<file path="src/rxd_pick.sv">
// Function
// - Separate 136-bit descriptor bus, 64-bit payload bus
// - Every received packet gets a descriptor phase
// - Raise offer once first two header dwords valid
// - Offer lasts at least two clock cycles
// - Bits 127:64 first cycle, rest one later
// - Whole descriptor valid in second offer cycle
// - Bits 125:0 carry header, byte 0 highest
// - Bits 127:126 group, 135:128 decode results
// - Endpoint completions carry no decode bits
// - Offer drops cycle after accept, bus freed
// - Reject drops descriptor and releases credits
// - Hold withholds non-posted, offers posted/completion only
// - One descriptor signal set per virtual channel
// - Decode bits: BAR0..5, ROM hit, reserved
// - Non-posted favoured again once hold released
`timescale 1ns/1ns

package rxd_pkg;
	localparam int HDR_W = 128;
	localparam int BUS_W = 136;
	localparam int DEC_W = 8;
	localparam int DEC_LSB = 128;
	localparam int GRP_MSB = 127;
	localparam int GRP_LSB = 126;
	localparam int HI_MSB = 127;
	localparam int HI_LSB = 64;
	localparam int LO_MSB = 63;
	localparam int HDR_MSB = 125;
	localparam int BAR_N = 6;
	localparam int RSV_BIT = 135;
	localparam int NUM_VC_DEF = 4;
	localparam int NUM_VC_MAX = 4;

	typedef enum logic [1:0] {
		RXD_GRP_PST = 2'h0,
		RXD_GRP_NP = 2'h1,
		RXD_GRP_CPL = 2'h2,
		RXD_GRP_RSV = 2'h3
	} rxd_grp_t;

	typedef enum {
		RXD_ST_IDLE,
		RXD_ST_FIRST,
		RXD_ST_WAIT
	} rxd_state_t;

	typedef struct packed {
		logic [HDR_W-1:0] hdr;
		logic rom_hit;
		logic [BAR_N-1:0] bar_hit;
		rxd_grp_t grp;
	} rxd_pkt_t;
endpackage

module rxd_pick #(
	parameter bit IS_ENDPOINT = 1'b1
) (
	input wire logic pc_valid,
	input wire rxd_pkg::rxd_pkt_t pc_pkt,
	input wire logic np_valid,
	input wire rxd_pkg::rxd_pkt_t np_pkt,
	input wire logic np_hold,
	output logic take,
	output logic take_np,
	output logic [rxd_pkg::BUS_W-1:0] desc
);
	rxd_pkg::rxd_pkt_t pkt;
	logic [rxd_pkg::DEC_W-1:0] dec;

	// ----------------------------------------
	// Source choice and descriptor build
	// ----------------------------------------
	always_comb begin
		take_np = np_valid & ~np_hold;
		take = take_np | pc_valid;
		pkt = take_np ? np_pkt : pc_pkt;
		dec = {1'b0, pkt.rom_hit, pkt.bar_hit};
		if (IS_ENDPOINT && pkt.grp == rxd_pkg::RXD_GRP_CPL) begin
			dec = '0;
		end
		desc = {dec, pkt.grp, pkt.hdr[rxd_pkg::HDR_MSB:0]};
	end
endmodule

</file>
<file path="src/rxd_desc_if.sv">
`timescale 1ns/1ns

module rxd_desc_if #(
	parameter int NUM_VC = rxd_pkg::NUM_VC_DEF,
	parameter bit IS_ENDPOINT = 1'b1
) (
	input wire logic mclk,
	input wire logic reset_n,
	input wire logic [NUM_VC-1:0] pc_valid,
	input wire rxd_pkg::rxd_pkt_t pc_pkt [NUM_VC],
	output logic [NUM_VC-1:0] pc_ready,
	input wire logic [NUM_VC-1:0] np_valid,
	input wire rxd_pkg::rxd_pkt_t np_pkt [NUM_VC],
	output logic [NUM_VC-1:0] np_ready,
	output logic [NUM_VC-1:0] pkt_offer,
	output logic [rxd_pkg::BUS_W-1:0] hdr_bus [NUM_VC],
	input wire logic [NUM_VC-1:0] hdr_accept,
	input wire logic [NUM_VC-1:0] hdr_reject,
	input wire logic [NUM_VC-1:0] np_defer,
	input wire logic [NUM_VC-1:0] np_hold,
	output logic [NUM_VC-1:0] data_go,
	output logic [NUM_VC-1:0] credit_rel,
	output rxd_pkg::rxd_grp_t credit_grp [NUM_VC]
);
	// ----------------------------------------
	// One descriptor channel per virtual channel
	// ----------------------------------------
	genvar i;
	generate
		for (i = 0; i < NUM_VC; i++) begin : g_vc
			rxd_pkg::rxd_state_t st_r;
			rxd_pkg::rxd_state_t st_nxt;
			logic offer_r;
			logic offer_nxt;
			logic [rxd_pkg::BUS_W-1:0] bus_r;
			logic [rxd_pkg::BUS_W-1:0] bus_nxt;
			logic [rxd_pkg::BUS_W-1:0] desc_r;
			logic [rxd_pkg::BUS_W-1:0] desc_nxt;
			logic sel_np_r;
			logic sel_np_nxt;
			logic go_r;
			logic go_nxt;
			logic rel_r;
			logic rel_nxt;
			rxd_pkg::rxd_grp_t rgrp_r;
			rxd_pkg::rxd_grp_t rgrp_nxt;
			logic take;
			logic take_np;
			logic [rxd_pkg::BUS_W-1:0] desc;
			logic pop;

			rxd_pick #(
				.IS_ENDPOINT(IS_ENDPOINT)
			) u_pick (
				.pc_valid(pc_valid[i]),
				.pc_pkt(pc_pkt[i]),
				.np_valid(np_valid[i]),
				.np_pkt(np_pkt[i]),
				.np_hold(np_hold[i]),
				.take(take),
				.take_np(take_np),
				.desc(desc)
			);

			// ----------------------------------------
			// Offer sequencing
			// ----------------------------------------
			always_comb begin
				st_nxt = st_r;
				offer_nxt = offer_r;
				bus_nxt = bus_r;
				desc_nxt = desc_r;
				sel_np_nxt = sel_np_r;
				go_nxt = 1'b0;
				rel_nxt = 1'b0;
				rgrp_nxt = rgrp_r;
				pop = 1'b0;
				case (st_r)
					rxd_pkg::RXD_ST_IDLE: begin
						if (take) begin
							st_nxt = rxd_pkg::RXD_ST_FIRST;
							offer_nxt = 1'b1;
							bus_nxt = '0;
							bus_nxt[rxd_pkg::HI_MSB:rxd_pkg::HI_LSB] =
								desc[rxd_pkg::HI_MSB:rxd_pkg::HI_LSB];
							desc_nxt = desc;
							sel_np_nxt = take_np;
						end
					end
					rxd_pkg::RXD_ST_FIRST: begin
						// Responses are not looked at in the first offer cycle
						st_nxt = rxd_pkg::RXD_ST_WAIT;
						bus_nxt = desc_r;
					end
					rxd_pkg::RXD_ST_WAIT: begin
						if (hdr_accept[i]) begin
							st_nxt = rxd_pkg::RXD_ST_IDLE;
							offer_nxt = 1'b0;
							bus_nxt = '0;
							pop = 1'b1;
							go_nxt = 1'b1;
							rel_nxt = 1'b1;
							rgrp_nxt = rxd_pkg::rxd_grp_t'(desc_r[rxd_pkg::GRP_MSB:rxd_pkg::GRP_LSB]);
						end else if (hdr_reject[i]) begin
							st_nxt = rxd_pkg::RXD_ST_IDLE;
							offer_nxt = 1'b0;
							bus_nxt = '0;
							pop = 1'b1;
							rel_nxt = 1'b1;
							rgrp_nxt = rxd_pkg::rxd_grp_t'(desc_r[rxd_pkg::GRP_MSB:rxd_pkg::GRP_LSB]);
						end else if (np_defer[i] && sel_np_r) begin
							// Deferred request stays queued for a later offer
							st_nxt = rxd_pkg::RXD_ST_IDLE;
							offer_nxt = 1'b0;
							bus_nxt = '0;
						end
						// Otherwise everything holds unchanged
					end
					default: begin
						st_nxt = rxd_pkg::RXD_ST_IDLE;
						offer_nxt = 1'b0;
						bus_nxt = '0;
					end
				endcase
			end

			always_ff @(posedge mclk or negedge reset_n) begin
				if (!reset_n) begin
					st_r <= rxd_pkg::RXD_ST_IDLE;
					offer_r <= 1'b0;
					bus_r <= '0;
					desc_r <= '0;
					sel_np_r <= 1'b0;
					go_r <= 1'b0;
					rel_r <= 1'b0;
					rgrp_r <= rxd_pkg::RXD_GRP_PST;
				end else begin
					st_r <= st_nxt;
					offer_r <= offer_nxt;
					bus_r <= bus_nxt;
					desc_r <= desc_nxt;
					sel_np_r <= sel_np_nxt;
					go_r <= go_nxt;
					rel_r <= rel_nxt;
					rgrp_r <= rgrp_nxt;
				end
			end

			assign pkt_offer[i] = offer_r;
			assign hdr_bus[i] = bus_r;
			assign pc_ready[i] = pop & ~sel_np_r;
			assign np_ready[i] = pop & sel_np_r;
			assign data_go[i] = go_r;
			assign credit_rel[i] = rel_r;
			assign credit_grp[i] = rgrp_r;

			// ----------------------------------------
			// Checks
			// ----------------------------------------
			chk_offer_min_two: assert property (
				@(posedge mclk) disable iff (!reset_n)
				$rose(offer_r) |=> offer_r
			) else $error("offer shorter than two cycles");

			chk_upper_first: assert property (
				@(posedge mclk) disable iff (!reset_n)
				(st_r == rxd_pkg::RXD_ST_IDLE && take) |=>
				(bus_r[rxd_pkg::HI_MSB:rxd_pkg::HI_LSB] ==
				$past(desc[rxd_pkg::HI_MSB:rxd_pkg::HI_LSB]))
			) else $error("upper descriptor not valid in first offer cycle");

			chk_full_second: assert property (
				@(posedge mclk) disable iff (!reset_n)
				(st_r == rxd_pkg::RXD_ST_IDLE && take) |=> ##1 (offer_r && bus_r == $past(desc, 2))
			) else $error("descriptor incomplete in second offer cycle");

			chk_drop_after_acc: assert property (
				@(posedge mclk) disable iff (!reset_n)
				(st_r == rxd_pkg::RXD_ST_WAIT && hdr_accept[i]) |=>
				(!offer_r && bus_r == '0 && go_r && rel_r)
			) else $error("offer not dropped after accept");

			chk_reject_frees: assert property (
				@(posedge mclk) disable iff (!reset_n)
				(st_r == rxd_pkg::RXD_ST_WAIT && !hdr_accept[i] && hdr_reject[i]) |->
				(pop ##1 (rel_r && !go_r && !offer_r))
			) else $error("reject did not drop descriptor");

			chk_hold_blocks_np: assert property (
				@(posedge mclk) disable iff (!reset_n)
				(st_r == rxd_pkg::RXD_ST_IDLE && np_hold[i]) |=>
				(!(offer_r && sel_np_r))
			) else $error("non-posted offered during hold");

			chk_np_priority: assert property (
				@(posedge mclk) disable iff (!reset_n)
				(st_r == rxd_pkg::RXD_ST_IDLE && !np_hold[i] && np_valid[i]) |=>
				(offer_r && sel_np_r)
			) else $error("waiting non-posted not favoured");

			chk_stable_wait: assert property (
				@(posedge mclk) disable iff (!reset_n)
				(st_r == rxd_pkg::RXD_ST_WAIT && !hdr_accept[i] && !hdr_reject[i] &&
				!(np_defer[i] && sel_np_r)) |=> ($stable(bus_r) && offer_r)
			) else $error("offer changed without a response");

			chk_cpl_no_decode: assert property (
				@(posedge mclk) disable iff (!reset_n)
				(IS_ENDPOINT && offer_r && st_r == rxd_pkg::RXD_ST_WAIT &&
				bus_r[rxd_pkg::GRP_MSB:rxd_pkg::GRP_LSB] == rxd_pkg::RXD_GRP_CPL) |->
				(bus_r[rxd_pkg::BUS_W-1:rxd_pkg::DEC_LSB] == '0)
			) else $error("endpoint completion carries decode bits");

			chk_rsv_zero: assert property (
				@(posedge mclk) disable iff (!reset_n)
				bus_r[rxd_pkg::RSV_BIT] == 1'b0
			) else $error("reserved decode bit set");

			// ----------------------------------------
			// Response and bookkeeping checks
			// ----------------------------------------
			chk_offer_rise_take: assert property (
				@(posedge mclk) disable iff (!reset_n)
				$rose(offer_r) |-> $past(st_r == rxd_pkg::RXD_ST_IDLE && take)
			) else $error("offer raised without a waiting packet");

			chk_first_lower_zero: assert property (
				@(posedge mclk) disable iff (!reset_n)
				(st_r == rxd_pkg::RXD_ST_FIRST) |->
				(offer_r && bus_r[rxd_pkg::LO_MSB:0] == '0 &&
				bus_r[rxd_pkg::BUS_W-1:rxd_pkg::DEC_LSB] == '0)
			) else $error("lower descriptor bits driven in first offer cycle");

			chk_first_ignores: assert property (
				@(posedge mclk) disable iff (!reset_n)
				(st_r == rxd_pkg::RXD_ST_FIRST) |=> (st_r == rxd_pkg::RXD_ST_WAIT && offer_r)
			) else $error("response taken in first offer cycle");

			chk_wait_full_bus: assert property (
				@(posedge mclk) disable iff (!reset_n)
				(st_r == rxd_pkg::RXD_ST_WAIT) |-> (offer_r && bus_r == desc_r)
			) else $error("descriptor not held while waiting");

			chk_idle_quiet: assert property (
				@(posedge mclk) disable iff (!reset_n)
				(st_r == rxd_pkg::RXD_ST_IDLE) |-> (!offer_r && bus_r == '0)
			) else $error("bus not freed while idle");

			chk_pop_on_resp: assert property (
				@(posedge mclk) disable iff (!reset_n)
				pop |-> (st_r == rxd_pkg::RXD_ST_WAIT && (hdr_accept[i] || hdr_reject[i]))
			) else $error("packet popped without accept or reject");

			chk_defer_no_pop: assert property (
				@(posedge mclk) disable iff (!reset_n)
				(st_r == rxd_pkg::RXD_ST_WAIT && !hdr_accept[i] && !hdr_reject[i] &&
				np_defer[i] && sel_np_r) |->
				(!pop ##1 (!offer_r && !rel_r && !go_r))
			) else $error("deferred request was consumed");

			chk_go_on_accept: assert property (
				@(posedge mclk) disable iff (!reset_n)
				go_r |-> $past(st_r == rxd_pkg::RXD_ST_WAIT && hdr_accept[i])
			) else $error("data phase started without accept");

			chk_rel_on_resp: assert property (
				@(posedge mclk) disable iff (!reset_n)
				rel_r |-> $past(st_r == rxd_pkg::RXD_ST_WAIT && (hdr_accept[i] || hdr_reject[i]))
			) else $error("credits released without a response");

			chk_grp_holds: assert property (
				@(posedge mclk) disable iff (!reset_n)
				!rel_r |-> $stable(rgrp_r)
			) else $error("released group changed without a release");

			chk_source_pick: assert property (
				@(posedge mclk) disable iff (!reset_n)
				(st_r == rxd_pkg::RXD_ST_IDLE && take) |=>
				(sel_np_r == $past(np_valid[i] && !np_hold[i]))
			) else $error("wrong source picked for offer");
		end
	endgenerate
endmodule

</file>
<file path="config.mk">
export PLATFORM = sky130hd
export DESIGN_NAME = rxd_desc_if
export DESIGN_NICKNAME = d
export VERILOG_FILES = /design/src/rxd_pick.sv /design/src/rxd_desc_if.sv
export SDC_FILE = /design/constraint.sdc
export NUM_CORES = 2
export LEC_CHECK = 0
export BUFFER_PORTS_ARGS = -buffer_cell sky130_fd_sc_hd__buf_2
export CAP_MARGIN = 20
export CORE_AREA = 2 2 664 666
export DETAILED_ROUTE_END_ITERATION = 6
export DIE_AREA = 0 0 666 668
export PLACE_DENSITY = 0.3
export SETUP_SLACK_MARGIN = 0.02
export SLEW_MARGIN = 15
export SYNTH_ARGS = -nofsm -noshare
export SYNTH_HDL_FRONTEND = slang
export SYNTH_SLANG_ARGS = --single-unit
</file>
<file path="constraint.sdc">
create_clock -name mclk -period 2.55 [get_ports mclk]
set_clock_uncertainty 0.05 [all_clocks]
set_input_delay 0.51 -clock mclk [delete_from_list [all_inputs] [get_ports mclk]]
set_output_delay 0.51 -clock mclk [all_outputs]
set_load 0.02 [all_outputs]
</file>
==> impl_metrics.py <==
metrics = {
    "route": {
        "via_count": 52400,
        "drt_wl_total_um": 338000,
        "drt_iter0_markers": 3099,
        "postRouteAntennaNets": 0,
        "wl_per_cell_um": 24.7,
        "vias_per_cell": 3.82,
        "drc": 0,
        "dr.pass1.iters": 5,
    },
    "floorplan": {
        "io_pins": 1694,
        "core_area_sq_um": 437000,
        "start_util": 0.114,
        "die_w_um": 666,
        "dieArea_sq_um": 445000,
        "die_h_um": 668,
        "num_rows": 243,
    },
    "timing": {
        "worstMarginPinSlew_ns": 1.01,
        "setup_viol": 4,
        "fmax_mhz": 386,
        "drv_slew": 0,
        "finalSetupTns_ns": -0.107,
        "finalHoldViolCount": 0,
        "setup_slack_ns": -0.0383,
        "period_needed_ns": 2.59,
        "whs_ns": 0.0771,
        "rsz0062_at_grt": "true",
        "fin_crit_sh": 1.02,
        "max_slew_margin": 0.325,
    },
    "critical_path": {
        "cp.arrival_ns": 2.03,
        "required_ns": 1.99,
        "r2r-start": "g_vc[3].st_r[0]",
        "startpoint_type": "input port",
        "critPathMaxFanout": 3,
        "worstSetupEndpointType": "output pin",
        "cp-startpoint": "hdr_reject[3]",
        "critical_path_class": "input port to output pin",
    },
    "cts": {
        "worstSkewPairLatency_ns": 0.87,
        "cts_tree": "built",
        "htree_num_levels": 4,
        "clock-sinks": 1112,
        "cts_buffer_depth": 4,
        "cts_buffers": 158,
        "cts_root_buffer": "clkbuf_16",
        "path_clk_slew_ns": 0.05,
    },
    "placement": {
        "gp_congestion": 0.882,
        "pre_cts_slack_ns": 0.193,
        "port_buffers": 1673,
        "place_inst": 12300,
        "hpwl_um": 262000,
    },
    "cells_and_area": {
        "fillers": 48900,
        "finalNetCount": 8905,
        "stdcell_count": 13700,
        "multiInputGateArea_sq_um": 20000,
        "area_delta_synth_final_pct": 66.7,
        "seq_area_sq_um": 27800,
        "drive_gt1_frac": 0.288,
    },
    "power": {
        "cellPowerDensity_nw_per_um2": 1100,
        "netSwitchingPower_mw": 37.3,
        "p_int_mw": 53.4,
        "vdd_drop_max_mv": 0.596,
        "leakagePower_nw": 36.9,
        "power_frac_comb": 0.424,
        "p_sw_frac": 0.411,
        "seqPwrFrac": 0.331,
        "power.share.clock": 0.245,
    },
    "grt": {
        "grt_pass1_vias": 53300,
        "grt.overflow.total": 0,
        "grt_max_degree": 98,
        "grt_pass1_wl_um": 453000,
        "antenna_found_initial": 248,
        "grt_usage": 0.144,
    },
    "worst_hold_path": {
        "hold_class": "input port to flop",
        "holdCritStartpoint": "pc_pkt[30]",
    },
    "synth": {
        "ys.warnings.count": 0,
        "yosys.cell_types.count": 38,
        "avgSynthCellArea_sq_um": 9.80,
        "ys_ff_latch": 1112,
        "syn_area_sq_um": 49700,
        "synth_cells": 5073,
        "yosysSeqAreaShare": 0.560,
    },
    "status": {
        "status": "complete, but fails checks",
        "failed_checks": "negative setup slack",
    },
    "job": {
        "cap_viol_max_count": 0,
    },
}
==> worst paths after layout <==
kind                                      end  cells past startpoint  slack, ns
max in group asynchronous  g_vc[0].desc_r[32]                      3       1.11
min                        g_vc[3].desc_r[21]                      3       0.08
max reg2reg                 g_vc[3].bus_r[22]                      6       0.11
max                               pc_ready[3]                      6      -0.04
min reg2reg                 g_vc[3].bus_r[62]                      1       0.40
min in group asynchronous   g_vc[1].bus_r[92]                      2       0.15
==> timing repair <==
item,4_1_cts,5_1_grt
hold endpoints to repair,1047,0
setup buffers,14,7
resized for setup,37,23
pin swaps,4,1
cloned,0,7
setup endpoints to repair,10,143
hold buffers,1101,0
==> registers in the layout, indices dropped and copies added (netlist names) <==
signal,count
g_vc.rel_r,4
g_vc.rgrp_r,8
g_vc.sel_np_r,4
g_vc.bus_r,540
g_vc.go_r,4
g_vc.offer_r,4
g_vc.st_r,8
g_vc.desc_r,540
==> final cells by class <==
cell class | count | area share
repair inverters | 2 | 0.000242
well taps | 5757 | 0.0870
inverters | 5 | 0.00110
clock inverters | 37 | 0.00473
repair buffers | 3015 | 0.271
flip-flops and latches | 1112 | 0.336
clock buffers | 234 | 0.0559
diodes | 70 | 0.00211
multi-input cells | 3489 | 0.242
==> power groups by stage <==
| stage | sequential [mW] | combinational [mW] | clock [mW] |
|---|---|---|---|
| final | 30.0 | 38.4 | 22.2 |
| after global routing | 31.1 | 41.7 | 23.8 |
| after CTS | 30.1 | 38.7 | 23.2 |
| after detailed placement | 30.4 | 34.5 | 0 |
| after global placement | 30.2 | 34.3 | 0 |
| after floorplan | 33.3 | 15.4 | 0 |
==> worst max-delay path: stages <==
cell and delay (ns):
dlygate4sd3_1 0.65, buf_2 0.17, nor2_1 0.06, nor3b_4 0.25
nor2b_4 0.24, buf_6 0.14
==> through the flow <==
stage / total power [mW] / cell area (sq um) / utilization
2_1_floorplan: 48.7 / 49700 / -
3_3_place_gp: 64.5 / 66100 / 0.151
3_5_place_dp: 64.9 / 66100 / 0.151
4_1_cts: 91.9 / 82400 / 0.188
5_1_grt: 96.5 / 82700 / 0.189
6_report: 90.7 / 82800 / 0.189
==> Yosys cell counts <==
cell type	count	area [sq um]
buf_4	61	458
a22o_1	284	2490
o21ai_0	91	455
and3b_1	57	499
conb_1	1	3.75
a31oi_1	309	1930
and2_1	150	938
nor2_1	459	1720
o21ai_2	1	8.76
nor3_1	4	20.0
buf_1	23	86.3
or2_2	4	25.0
a211oi_1	142	1070
o22ai_1	142	888
dfrtp_1	1112	27800
nor3b_1	4	30.0
inv_2	1	3.75
buf_6	3	33.8
a21oi_1	142	711
nand3b_1	4	30.0
clkbuf_1	271	1020
o21bai_1	4	30.0
nand2b_1	7	43.8
inv_1	3	11.3
o41ai_1	195	1710
mux2_2	69	777
o311ai_1	1	8.76
buf_2	112	561
o21ai_1	9	45.0
mux2i_1	28	280
nand2_1	1097	4120
or4b_1	4	40.0
a22oi_1	61	458
nor2b_1	207	1290
clkinv_1	1	3.75
o211ai_1	3	22.5
o32ai_1	4	35.0
o31ai_1	3	22.5
==> placed cells by master (no fill, tap or decap), types with 7 or more instances in the layout <==
master            n
buf_2          1663
dfrtp_1        1104
dlygate4sd3_1  1101
nand2_1        1095
nor2_1          455
a31oi_1         309
a22o_1          284
nor2b_1         195
o41ai_1         195
clkbuf_16       164
buf_4           148
and2_1          146
o22ai_1         142
a21oi_1         142
a211oi_1        142
o21ai_0          90
buf_12           81
diode_2          70
mux2_2           69
a22oi_1          61
and3b_1          57
clkbuf_1         39
clkbuf_8         35
mux2i_1          28
clkinv_2         17
nor2b_4          11
buf_6            11
o21ai_1           7
==> logic make-up after synthesis <==
| kind of cell | count (synthesis) | share of synthesized area |
|---|---|---|
| other cells | 1 | 0.0000754 |
| compound gates | 1391 | 0.199 |
| simple gates | 1997 | 0.176 |
| mux | 97 | 0.0213 |
| flops | 1112 | 0.560 |
| buf+inv | 475 | 0.0438 |
==> routing by layer <==
layer  up-vias  share of wire  GRT usage  wire, um
li1      23500              -          -         -
met1     26300           0.41      0.179    140000
met2      1828           0.47      0.241    161000
met3       622          0.071     0.0390     24000
met4       130          0.039     0.0483     13100
met5         -         0.0024          0       820
No activity file was read; power rests on OpenSTA's default activity.
